--- config.mk ---
export PLATFORM = sky130hd
export DESIGN_NAME = dir_overcurrent_stage
export DESIGN_NICKNAME = d
export VERILOG_FILES = /design/src/inc/dir_oc_pkg.sv /design/src/logic/oc_delay_timer.sv /design/src/logic/dir_overcurrent_stage.sv
export SDC_FILE = /design/constraint.sdc
export NUM_CORES = 2
export LEC_CHECK = 0
export ABC_CLOCK_PERIOD_IN_PS = 10500
export BUFFER_PORTS_ARGS = -buffer_cell sky130_fd_sc_hd__buf_2
export CAP_MARGIN = 20
export CORE_MARGIN = 5
export CORE_UTILIZATION = 40
export CTS_CLUSTER_DIAMETER = 200
export DETAILED_ROUTE_END_ITERATION = 12
export GPL_TIMING_DRIVEN = 0
export SYNTH_ARGS = -nofsm -noshare
export SYNTH_HDL_FRONTEND = slang
export SYNTH_SLANG_ARGS = --single-unit
--- constraint.sdc ---
create_clock -name clk -period 10.5 [get_ports clk]
set_clock_uncertainty 0.2 [all_clocks]
set_input_delay 1.575 -clock clk [delete_from_list [all_inputs] [get_ports clk]]
set_output_delay 1.575 -clock clk [all_outputs]
set_load 0.05 [all_outputs]
--- src/inc/dir_oc_pkg.sv ---
package dir_oc_pkg;

  localparam int MAG_W = 16;
  localparam int ANG_W = 10;
  localparam int TMR_W = 32;

  // fractions of rated value, in percent
  localparam int VOLT_MIN_PCT = 5;
  localparam int CURR_MIN_PCT = 8;

  // processing tick of the measurement blocks
  localparam int TICK_US = 1000;
  localparam int CLK_MHZ = 50;
  localparam int TICK_CYCLES = TICK_US * CLK_MHZ;
  localparam logic [15:0] TICK_DIV = 16'(TICK_CYCLES - 1);

  localparam logic [TMR_W-1:0] TMR_RESET = 32'h00000000;
  localparam logic [2:0] LOOP_RESET = 3'h0;
  localparam int NUM_LOOPS = 6;
  localparam int NUM_PP = 3;

  typedef enum logic [1:0] {
    DIR_FORWARD,
    DIR_BACKWARD,
    DIR_NONE
  } dir_mode_t;

  typedef enum logic [2:0] {
    CHAR_DEFINITE,
    CHAR_NORMAL_INV,
    CHAR_VERY_INV,
    CHAR_EXTREME_INV,
    CHAR_LONG_INV
  } char_sel_t;

  typedef enum logic {
    GND_SOLID,
    GND_ISOLATED
  } grounding_t;

  // one measuring loop: voltage, current, impedance estimate, angle
  typedef struct packed {
    logic [MAG_W-1:0] volt;
    logic [MAG_W-1:0] curr;
    logic [MAG_W-1:0] imp;
    logic [ANG_W-1:0] angle;
  } loop_meas_t;

  // polarising and magnitude inputs shared by all loops
  typedef struct packed {
    logic [MAG_W-1:0] pos_seq_volt;
    logic [ANG_W-1:0] pos_seq_angle;
    logic [MAG_W-1:0] rated_volt;
    logic [MAG_W-1:0] rated_curr;
  } polar_meas_t;

  typedef struct packed {
    dir_mode_t direction;
    char_sel_t characteristic;
    grounding_t grounding_type_sel;
    logic direction_ignored_on_vt_fail;
    logic use_rms;
    logic [ANG_W-1:0] angle_lo;
    logic [ANG_W-1:0] angle_hi;
    logic [MAG_W-1:0] start_curr;
    logic [TMR_W-1:0] delay_ticks;
  } oc_config_t;

endpackage : dir_oc_pkg

--- src/logic/oc_delay_timer.sv ---
// delay timer on processing ticks, definite or inverse
module oc_delay_timer
  import dir_oc_pkg::*;
(
  // clock and reset
  input wire logic clk,
  input wire logic rst_n,
  // control
  input wire logic tick,
  input wire logic run,
  input wire dir_oc_pkg::char_sel_t characteristic,
  input wire logic [dir_oc_pkg::TMR_W-1:0] delay_ticks,
  input wire logic [dir_oc_pkg::MAG_W-1:0] curr,
  input wire logic [dir_oc_pkg::MAG_W-1:0] start_curr,
  // result
  output logic expired
);
  import dir_oc_pkg::*;

  logic [TMR_W-1:0] acc;
  logic [TMR_W-1:0] next_acc;
  logic [TMR_W-1:0] step;
  logic [TMR_W-1:0] target;
  logic [2:0] ratio_log;

  // rough log2 of multiple of setting, curve steepness per type
  function automatic logic [2:0] mult_log(input logic [MAG_W-1:0] i,
                                          input logic [MAG_W-1:0] s);
    logic [MAG_W+3:0] iw;
    logic [MAG_W+3:0] sw;
    logic [2:0] r;
    // widened so a shifted setting cannot wrap
    iw = (MAG_W + 4)'(i);
    sw = (MAG_W + 4)'(s);
    r = 3'h0;
    if (iw >= (sw << 1)) r = 3'h1;
    if (iw >= (sw << 2)) r = 3'h2;
    if (iw >= (sw << 3)) r = 3'h3;
    if (iw >= (sw << 4)) r = 3'h4;
    return r;
  endfunction : mult_log

  assign ratio_log = mult_log(curr, start_curr);
  assign target = delay_ticks;
  // inverse curves advance faster as the current grows
  assign step = (characteristic == CHAR_DEFINITE) ? 32'h00000001 :
    (characteristic == CHAR_NORMAL_INV) ? (32'h00000001 << ratio_log) :
    (characteristic == CHAR_VERY_INV) ? (32'h00000001 << (ratio_log * 2)) :
    (characteristic == CHAR_EXTREME_INV) ?
      (32'h00000001 << (ratio_log * 3)) :
    (32'h00000001 << (ratio_log >> 1));
  assign next_acc = !run ? TMR_RESET :
    (tick && acc < target) ? acc + step : acc;

  always_ff @(posedge clk or negedge rst_n) begin
    if (!rst_n) begin
      acc <= TMR_RESET;
      expired <= 1'b0;
    end else begin
      acc <= next_acc;
      expired <= run && (next_acc >= target);
    end
  end

endmodule : oc_delay_timer

--- src/logic/dir_overcurrent_stage.sv ---
module dir_overcurrent_stage
  import dir_oc_pkg::*;
(
  // clock and reset
  input wire logic clk,
  input wire logic rst_n,
  // measurements, loops 0..2 phase-phase, 3..5 phase-ground
  input wire dir_oc_pkg::loop_meas_t loops [dir_oc_pkg::NUM_LOOPS],
  input wire dir_oc_pkg::polar_meas_t polar,
  input wire logic [dir_oc_pkg::MAG_W-1:0] curr_rms [3],
  input wire logic [dir_oc_pkg::MAG_W-1:0] curr_four [3],
  // settings
  input wire dir_oc_pkg::oc_config_t cfg,
  // binary inputs, asynchronous to this block
  input wire logic block_in,
  input wire logic voltage_circuit_failed,
  input wire logic close_onto_fault_cond,
  // outputs
  output logic [2:0] start_phase,
  output logic general_start,
  output logic trip,
  output logic dir_ok,
  output logic [2:0] lowest_impedance_loop_sel
);
  import dir_oc_pkg::*;

  logic [2:0] blk_s1, blk_s2;
  logic [15:0] div_cnt;
  logic tick;
  logic [MAG_W-1:0] mem_volt;
  logic [ANG_W-1:0] mem_angle;
  logic direction_ignored;
  logic func_blocked;

  // two-flop synchronisers for the binary inputs
  always_ff @(posedge clk or negedge rst_n) begin
    if (!rst_n) begin
      blk_s1 <= 3'h0;
      blk_s2 <= 3'h0;
    end else begin
      blk_s1 <= {close_onto_fault_cond, voltage_circuit_failed, block_in};
      blk_s2 <= blk_s1;
    end
  end

  wire blk_q = blk_s2[0];
  wire vtf_q = blk_s2[1];
  wire sotf_q = blk_s2[2];

  // processing tick divider
  always_ff @(posedge clk or negedge rst_n) begin
    if (!rst_n) begin
      div_cnt <= 16'h0000;
      tick <= 1'b0;
    end else begin
      div_cnt <= (div_cnt == TICK_DIV) ? 16'h0000 : div_cnt + 16'h0001;
      tick <= (div_cnt == TICK_DIV);
    end
  end

  // percentage threshold test, used for voltage and current
  function automatic logic above_pct(input logic [MAG_W-1:0] val,
                                     input logic [MAG_W-1:0] rated,
                                     input int pct, input logic strict);
    logic [MAG_W+7:0] lhs;
    logic [MAG_W+7:0] rhs;
    lhs = (MAG_W + 8)'(val) * (MAG_W + 8)'(100);
    rhs = (MAG_W + 8)'(rated) * (MAG_W + 8)'(pct);
    return strict ? (lhs > rhs) : (lhs >= rhs);
  endfunction : above_pct

  // angle window test, wraps when lo above hi
  function automatic logic in_range(input logic [ANG_W-1:0] a,
                                    input logic [ANG_W-1:0] lo,
                                    input logic [ANG_W-1:0] hi);
    return (lo <= hi) ? (a >= lo && a <= hi) : (a >= lo || a <= hi);
  endfunction : in_range

  // loop eligibility and minimum impedance search
  logic [NUM_LOOPS-1:0] loop_ok;
  logic [2:0] best;
  logic found;

  always_comb begin
    best = LOOP_RESET;
    found = 1'b0;
    for (int k = 0; k < NUM_LOOPS; k++) begin
      loop_ok[k] = above_pct(loops[k].volt, polar.rated_volt, VOLT_MIN_PCT,
                             1'b1) &&
                   above_pct(loops[k].curr, polar.rated_curr, CURR_MIN_PCT,
                             1'b0) &&
                   (k < NUM_PP || cfg.grounding_type_sel == GND_SOLID);
      if (loop_ok[k] && (!found || loops[k].imp < loops[best].imp)) begin
        best = 3'(k);
        found = 1'b1;
      end
    end
  end

  // fall back to current-only loops when voltage is short
  logic [NUM_LOOPS-1:0] curr_ok;
  logic [2:0] cbest;
  logic cfound;

  always_comb begin
    cbest = LOOP_RESET;
    cfound = 1'b0;
    for (int k = 0; k < NUM_LOOPS; k++) begin
      curr_ok[k] = above_pct(loops[k].curr, polar.rated_curr, CURR_MIN_PCT,
                             1'b0) &&
                   (k < NUM_PP || cfg.grounding_type_sel == GND_SOLID);
      if (curr_ok[k] && (!cfound || loops[k].imp < loops[cbest].imp)) begin
        cbest = 3'(k);
        cfound = 1'b1;
      end
    end
  end

  wire [2:0] sel = found ? best : cbest;
  wire loop_volt_ok = found;
  wire pos_volt_ok = above_pct(polar.pos_seq_volt, polar.rated_volt,
                               VOLT_MIN_PCT, 1'b1);
  wire mem_volt_ok = above_pct(mem_volt, polar.rated_volt, VOLT_MIN_PCT, 1'b1);
  wire curr_sufficient = found || cfound;

  wire [ANG_W-1:0] pol_angle = loop_volt_ok ? loops[sel].angle :
    pos_volt_ok ? polar.pos_seq_angle : mem_angle;
  wire volt_sufficient = loop_volt_ok || pos_volt_ok || mem_volt_ok;

  // pre-fault memory updates only while loop voltage is healthy
  always_ff @(posedge clk or negedge rst_n) begin
    if (!rst_n) begin
      mem_volt <= '0;
      mem_angle <= '0;
    end else if (tick && loop_volt_ok) begin
      mem_volt <= loops[sel].volt;
      mem_angle <= loops[sel].angle;
    end
  end

  // backward reverses the window by half a turn
  wire [ANG_W-1:0] half_turn = ANG_W'(1 << (ANG_W - 1));
  wire [ANG_W-1:0] win_lo = (cfg.direction == DIR_BACKWARD) ?
    cfg.angle_lo + half_turn : cfg.angle_lo;
  wire [ANG_W-1:0] win_hi = (cfg.direction == DIR_BACKWARD) ?
    cfg.angle_hi + half_turn : cfg.angle_hi;

  wire angle_ok = volt_sufficient && curr_sufficient &&
                  in_range(pol_angle, win_lo, win_hi);

  // vt failure with option falls back to non-directional
  assign direction_ignored = (cfg.direction == DIR_NONE) ||
                             (vtf_q && cfg.direction_ignored_on_vt_fail) || sotf_q;
  // vt failure disables direction; blocks without option
  assign func_blocked = blk_q || (vtf_q && !cfg.direction_ignored_on_vt_fail);

  wire next_dir = direction_ignored || angle_ok;

  logic [2:0] phase_pick;
  logic [MAG_W-1:0] max_curr;
  always_comb begin
    max_curr = '0;
    for (int p = 0; p < 3; p++) begin
      phase_pick[p] = (cfg.use_rms ? curr_rms[p] : curr_four[p]) >=
                      cfg.start_curr;
      if ((cfg.use_rms ? curr_rms[p] : curr_four[p]) > max_curr)
        max_curr = cfg.use_rms ? curr_rms[p] : curr_four[p];
    end
  end

  wire [2:0] next_start_phase = (func_blocked || !next_dir) ? 3'h0 :
                                phase_pick;
  wire start_cond = |next_start_phase;

  logic delay_done;
  oc_delay_timer u_timer (
    .clk(clk),
    .rst_n(rst_n),
    .tick(tick),
    .run(start_cond),
    .characteristic(cfg.characteristic),
    .delay_ticks(cfg.delay_ticks),
    .curr(max_curr),
    .start_curr(cfg.start_curr),
    .expired(delay_done)
  );

  wire next_trip = start_cond && (delay_done || sotf_q || trip);

  always_ff @(posedge clk or negedge rst_n) begin
    if (!rst_n) begin
      start_phase <= 3'h0;
      general_start <= 1'b0;
      trip <= 1'b0;
      dir_ok <= 1'b0;
      lowest_impedance_loop_sel <= LOOP_RESET;
    end else begin
      start_phase <= next_start_phase;
      general_start <= start_cond;
      trip <= next_trip;
      dir_ok <= next_dir && !func_blocked;
      lowest_impedance_loop_sel <= sel;
    end
  end

endmodule : dir_overcurrent_stage

# After elaboration in Yosys (flattened, before gate mapping)
# Cells that the tools add are included.
# classes
add_sub_neg	4
n_mul	16
order_cmp	47
eq_ne	6
shifts	4
mux	73
bitwise	10
reduce_logical	68
# ops
operator	n
binary-select mux 58 bit (select 3 bit)	9
2-to-1 mux 26 bit	16
multiplier 16 x 5 -> 21 bit, second input constant	14
2-to-1 mux 32 bit	6
> comparator 23 x 19 -> 1 bit	8
less-than comparator 16 bit	9
greater-or-equal comparator 23 x 19 -> 1 bit	6
2-to-1 mux 58 bit	2
2-to-1 mux 16 bit	7
greater-or-equal comparator 16 bit	3
2-to-1 mux 10 bit	4
greater-or-equal comparator 4 bit, second input constant	9
adder 32 bit	1
greater-or-equal comparator 32 bit	1
> comparator 16 bit	2
logical AND 1 bit	32
less-than comparator 32 bit	1
left shift 1 x 2 -> 32 bit, first input constant	1
left shift 1 x 3 -> 32 bit, first input constant	1
left shift 1 x 4 -> 32 bit, first input constant	1
left shift 1 x 5 -> 32 bit, first input constant	1
2-to-1 mux 3 bit	9
logical OR 1 bit	21
adder 10 bit, second input constant	2
other kinds (24)	62
# word_totals
register_bits	91
in_bits	583
output_inout_bits	9

# Logic depth before layout (Yosys ltp)
# logic_depth
ltp_word	58
ltp_mapped	126
ltp_nobuf	116

# Cells and area by module
# Synthesis repeated with hierarchy kept, for this count alone.
# hier_totals
hier_cells	5682
hier_area_um2	46204.3
# modules_own_cells
module	instances	cells_per_inst	area_per_inst_um2	seq_area_each_um2
dir_overcurrent_stage	1	5047	40865.4	1451.4
oc_delay_timer	1	635	5338.9	825.8

# Least setup slack after synthesis
# OpenSTA, ideal clock, no wires.
# synth_timing
path_type	input port to flip-flop
start	input polar[18] in the netlist's numbering
end	register u_timer.expired
arrival_time_ps	21847
slack_ps	-11666
cell_stages	119
cell_sequence	ha_1 ha_1 a21o_1 a21oi_1 o21bai_1 a21oi_1 o21bai_1 a21oi_1 nor2b_1 o21a_1 o21ai_0 nand2b_1 a21oi_1 o21bai_1 a21oi_1 nor2b_1 o21ai_0 ha_1 (+83 left out) clkbuf_1 nor2_1 ha_1 a21o_1 a21o_1 a21o_1 a21o_1 a21o_1 a21o_1 a21o_1 a21o_1 a21oi_1 nor2b_1 o21ai_0 a211oi_1 o21ai_0 a21oi_1 o21a_1
# synth_via
elab_chain_len	58
# synth_lines
element	line_no	rtl
start, declared	dir_overcurrent_stage.sv:9	input wire dir_oc_pkg::polar_meas_t polar,
multiplier 16 x 3 -> 19 bit *	dir_overcurrent_stage.sv:68	rhs = (MAG_W + 8)'(rated) * (MAG_W + 8)'(pct);
> comparator 23 x 19 -> 1 bit	dir_overcurrent_stage.sv:69	return strict ? (lhs > rhs) : (lhs >= rhs);
logical AND 1 bit	dir_overcurrent_stage.sv:89	1'b1) &&
2-to-1 mux 1 bit	dir_overcurrent_stage.sv:93	if (loop_ok[k] && (!found || loops[k].imp < loops[best].imp)) begin
logical NOT 1 bit	dir_overcurrent_stage.sv:93	
logical OR 1 bit	dir_overcurrent_stage.sv:93	
logical AND 1 bit	dir_overcurrent_stage.sv:93	
2-to-1 mux 1 bit	dir_overcurrent_stage.sv:93	
(+43 left out)	--	
logical NOT 1 bit *	dir_overcurrent_stage.sv:171	wire [2:0] next_start_phase = (func_blocked || !next_dir) ? 3'h0 :
logical OR 1 bit *	dir_overcurrent_stage.sv:171	
2-to-1 mux 3 bit *	dir_overcurrent_stage.sv:171	
OR reduction 3 bit *	dir_overcurrent_stage.sv:173	wire start_cond = |next_start_phase;
2-to-1 mux 32 bit *	oc_delay_timer.sv:52	assign next_acc = !run ? TMR_RESET :
via u_timer.next_acc[1]	oc_delay_timer.sv:21	logic [TMR_W-1:0] next_acc;
greater-or-equal comparator 32 bit *	oc_delay_timer.sv:61	expired <= run && (next_acc >= target);
logical AND 1 bit *	oc_delay_timer.sv:61	
end signal, assigned	oc_delay_timer.sv:61	
end, declared	oc_delay_timer.sv:16	output logic expired
# The timed path passes the listed nets; every way through them passes the cells marked *. The select of a mux whose other input is x is not followed.
# A chain may end at the register's enable or synchronous reset.

# Worst setup path after layout
# layout_timing
start	input loops[260] in the netlist's numbering
end	register u_timer.expired
# layout_via
elab_chain_len	55
# layout_lines
element	line_no	rtl
start, declared	dir_overcurrent_stage.sv:8	input wire dir_oc_pkg::loop_meas_t loops [dir_oc_pkg::NUM_LOOPS],
multiplier 16 x 5 -> 21 bit *	dir_overcurrent_stage.sv:67	lhs = (MAG_W + 8)'(val) * (MAG_W + 8)'(100);
greater-or-equal comparator 23 x 19 -> 1 bit *	dir_overcurrent_stage.sv:69	
logical AND 1 bit	dir_overcurrent_stage.sv:89	
logical AND 1 bit	dir_overcurrent_stage.sv:93	
2-to-1 mux 1 bit	dir_overcurrent_stage.sv:93	
NOT 1 -> 4 bit (implied by the code)	dir_overcurrent_stage.sv:93	
binary-select mux 58 bit (select 3 bit)	dir_overcurrent_stage.sv:93	
2-to-1 mux 26 bit (implied by the code) (2 in a row)	dir_overcurrent_stage.sv:93	
(+39 left out)	--	
logical NOT 1 bit *	dir_overcurrent_stage.sv:171	
logical OR 1 bit *	dir_overcurrent_stage.sv:171	
2-to-1 mux 3 bit *	dir_overcurrent_stage.sv:171	
OR reduction 3 bit *	dir_overcurrent_stage.sv:173	
2-to-1 mux 32 bit *	oc_delay_timer.sv:52	
via u_timer.next_acc[1]	oc_delay_timer.sv:21	
greater-or-equal comparator 32 bit *	oc_delay_timer.sv:61	
logical AND 1 bit *	oc_delay_timer.sv:61	
# Marked as above.

==> reports/metrics.cfg <==
[status]
status = complete, but fails checks
violations = setup timing

[min_path]
hp-class = register to register
min_from = blk_s1[2]

[drt]
wl_met2_mm = 73.7
routed_via_density = 5.40
finalWirelength_mm = 155
routedWlPerCell_um = 19.3
drtIter0Drc = 2055
dr.pass1.iters = 6
wl_met3_mm = 8.92
vias = 43200
wl_met1_mm = 68.0
maxUsedRoutingLayer = met5
route.detailed.drc = 0
ant_nets = 0

[worst_setup_path]
start_kind = input pin
required_ns = 10.55
crit_path_end_kind = register
crit_top_cell = a21o_1
critPathKind = input pin to register
timing.rr.start = mem_volt[2]
path_max_fanout = 9
cp.arrival_ns = 21.56
startpoint = loops[260]
critPathMaxStageDelay_ns = 0.59
cpMaxStageDelayCell = or4_4

[clock_network]
htreeDepth = 3
clockBufferDepth = 2
clock_sinks = 91
cts_tree = built
cts_hold_buf = 0
clk_latency_ns = 0.37
clk_pin_slew_ns = 0.08
numCtsBuffers = 9
clockRootBuffer = clkbuf_16

[global_route]
grt_overflow = 0
grt_max_degree = 55
grt_antenna_before_repair = 68
grt_pass1_vias = 43100
grt_util_all_layers_pct = 24.2
grt_pass1_wl_mm = 236

[sta]
fmax_mhz = 46.5
setup_violations = 68
setup_tns_ns = -510.04
hold_viol = 0
setup_slack_ns = -11.01
rsz0062_at_grt = yes
worstMarginPinSlew_ns = 1.07
fin_crit_sh_pct = 205
fin_crit_ns = 21.51
slew_violations = 0
slew_headroom_pct = 27.9

[pwr]
switching_share_pct = 51.1
p_int_uw = 5150
pwr-share-clk_pct = 3.5
p_leak_uw = 0.0303
peakVddDrop_v = 0.000124
power_density_nw_per_um2 = 188
power_frac_seq_pct = 3.5
combinationalPowerShare_pct = 93.0
power.switching_uw = 5370

[die]
initial_core_util_pct = 40.1
boundaryPins = 592
die_y_um = 348
rows = 124
die-width_um = 348
fp.coreArea_um2 = 114000
dieArea_um2 = 121000

[placed_design]
dp_hpwl_mm = 132
dp_slack_ns = -14.81
portBuffers = 590
routabilityCongestion = 0.931

[final_layout]
area_delta_synth_final_pct = 22.2
layout-drive-gt1-share_pct = 20.4
final_common_cell = ha_1
most-common-layout-cells = ha_1, inv_1, buf_2
fillCellCount = 11100
nNetsFinal = 8558

[synth]
yosysWarnings = 0
synth-edff-count = 0
synth-seq-cells = 91
ys.flop_type = dfrtp_1
synthArstFlopShare_pct = 100
synth_cell_types = 97
postSynthAreaPerCell_um2 = 8.14
synth_area_um2 = 45700
ys_seq_area_share_pct = 4.98
synth_cells = 5613

[job]
maxCapViolCount = 0

[sequential cells by signal, summed over array words and instances (netlist names)]
name,count
u_timer.acc,32
div_cnt,16
mem_volt,16
mem_angle,10
blk_s1,3
blk_s2,3
lowest_impedance_loop_sel,3
start_phase,3
dir_ok,1
general_start,1
tick,1
trip,1
u_timer.expired,1
[path summary, 6_finish.rpt]
kind                                        end  depth (start not counted)  slack [ns]
worst max-delay path            u_timer.expired                        114      -11.01
worst min-delay path                  blk_s2[2]                          0        0.16
worst max register to register  u_timer.expired                         44        1.30
worst min register to register        blk_s2[2]                          0        0.16
max in group asynchronous           mem_volt[8]                          2        8.38
min in group asynchronous             blk_s2[0]                          1        0.99
[Yosys cell counts, types with 91 or more instances]
master,instances,area [um^2]
ha_1,1368,17100
inv_1,977,3670
a21oi_1,342,1710
nor2_1,289,1080
nand2_1,248,931
o21ai_0,248,1240
a21o_1,230,1730
mux2i_1,175,1750
fa_1,156,3120
xnor2_1,147,1290
o21a_1,94,706
dfrtp_1,91,2280
nor2b_1,91,569
[final cells by class]
class	instances	area, um^2	area share, %
diodes	31	77.6	0.139
plain buffers	83	805	1.44
clock buffers	11	233	0.417
clock inverters	5	85.1	0.152
inverters	978	3680	6.59
multi-input cells	4464	41700	74.7
flip-flops and latches	91	2280	4.08
well taps	1512	1890	3.39
repair buffers	824	5060	9.07
[power by group through the flow]
stage	Combinational [uW]	Sequential (uW)	Clock, uW
after CTS	9050	371	377
after floorplan	5710	408	0
after detailed placement	7860	378	0
after global placement	7680	378	0
final	9780	371	370
after global routing	10800	372	390
[cell families after synthesis]
logic type      count (synthesis)  share of synthesized area (%)
buf+inv                      1064                           8.84
simple gates                 1108                           12.1
xor+xnor                      207                           3.97
other cells                     1                        0.00821
fa+ha+maj                    1525                           44.3
flops                          91                           4.98
compound gates               1368                           20.1
mux                           249                           5.67
[critical path: cells and delay by family]
family / cells / cell delay (ns)
mux: 3 / 0.55
simple gates: 23 / 3.99
compound gates: 61 / 9.78
buf+inv: 14 / 2.03
fa+ha+maj: 12 / 3.46
xor+xnor: 1 / 0.09
[routing by layer]
layer	global-route usage, %	vias to the layer above
met5	0	-
met4	5.92	42
met3	4.07	206
met2	42.4	961
met1	31.1	20300
li1	-	21700
[metrics by stage]
stage | hold slack [ns] | utilization (%) | instances | total power (uW) | instance area, um^2
detailed placement | 0.143 | 45.0 | 7735 | 8230 | 51300
CTS | 0.159 | 47.4 | 7875 | 9800 | 54000
finish | 0.161 | 49.0 | 7999 | 10500 | 55800
floorplan | 0.131 | - | 5619 | 6120 | 46200
global route | 0.163 | 49.0 | 7980 | 11500 | 55800
global placement | 0.135 | 44.8 | 7721 | 8060 | 51100
[what timing repair did]
item                                    4_1_cts  5_1_grt
endpoints found under the setup margin       68       68
gates resized for setup                     260      212
setup buffers                               124       93
cloned                                        2        2
pin swaps                                   121      129
(Power assumes the default switching activity.)
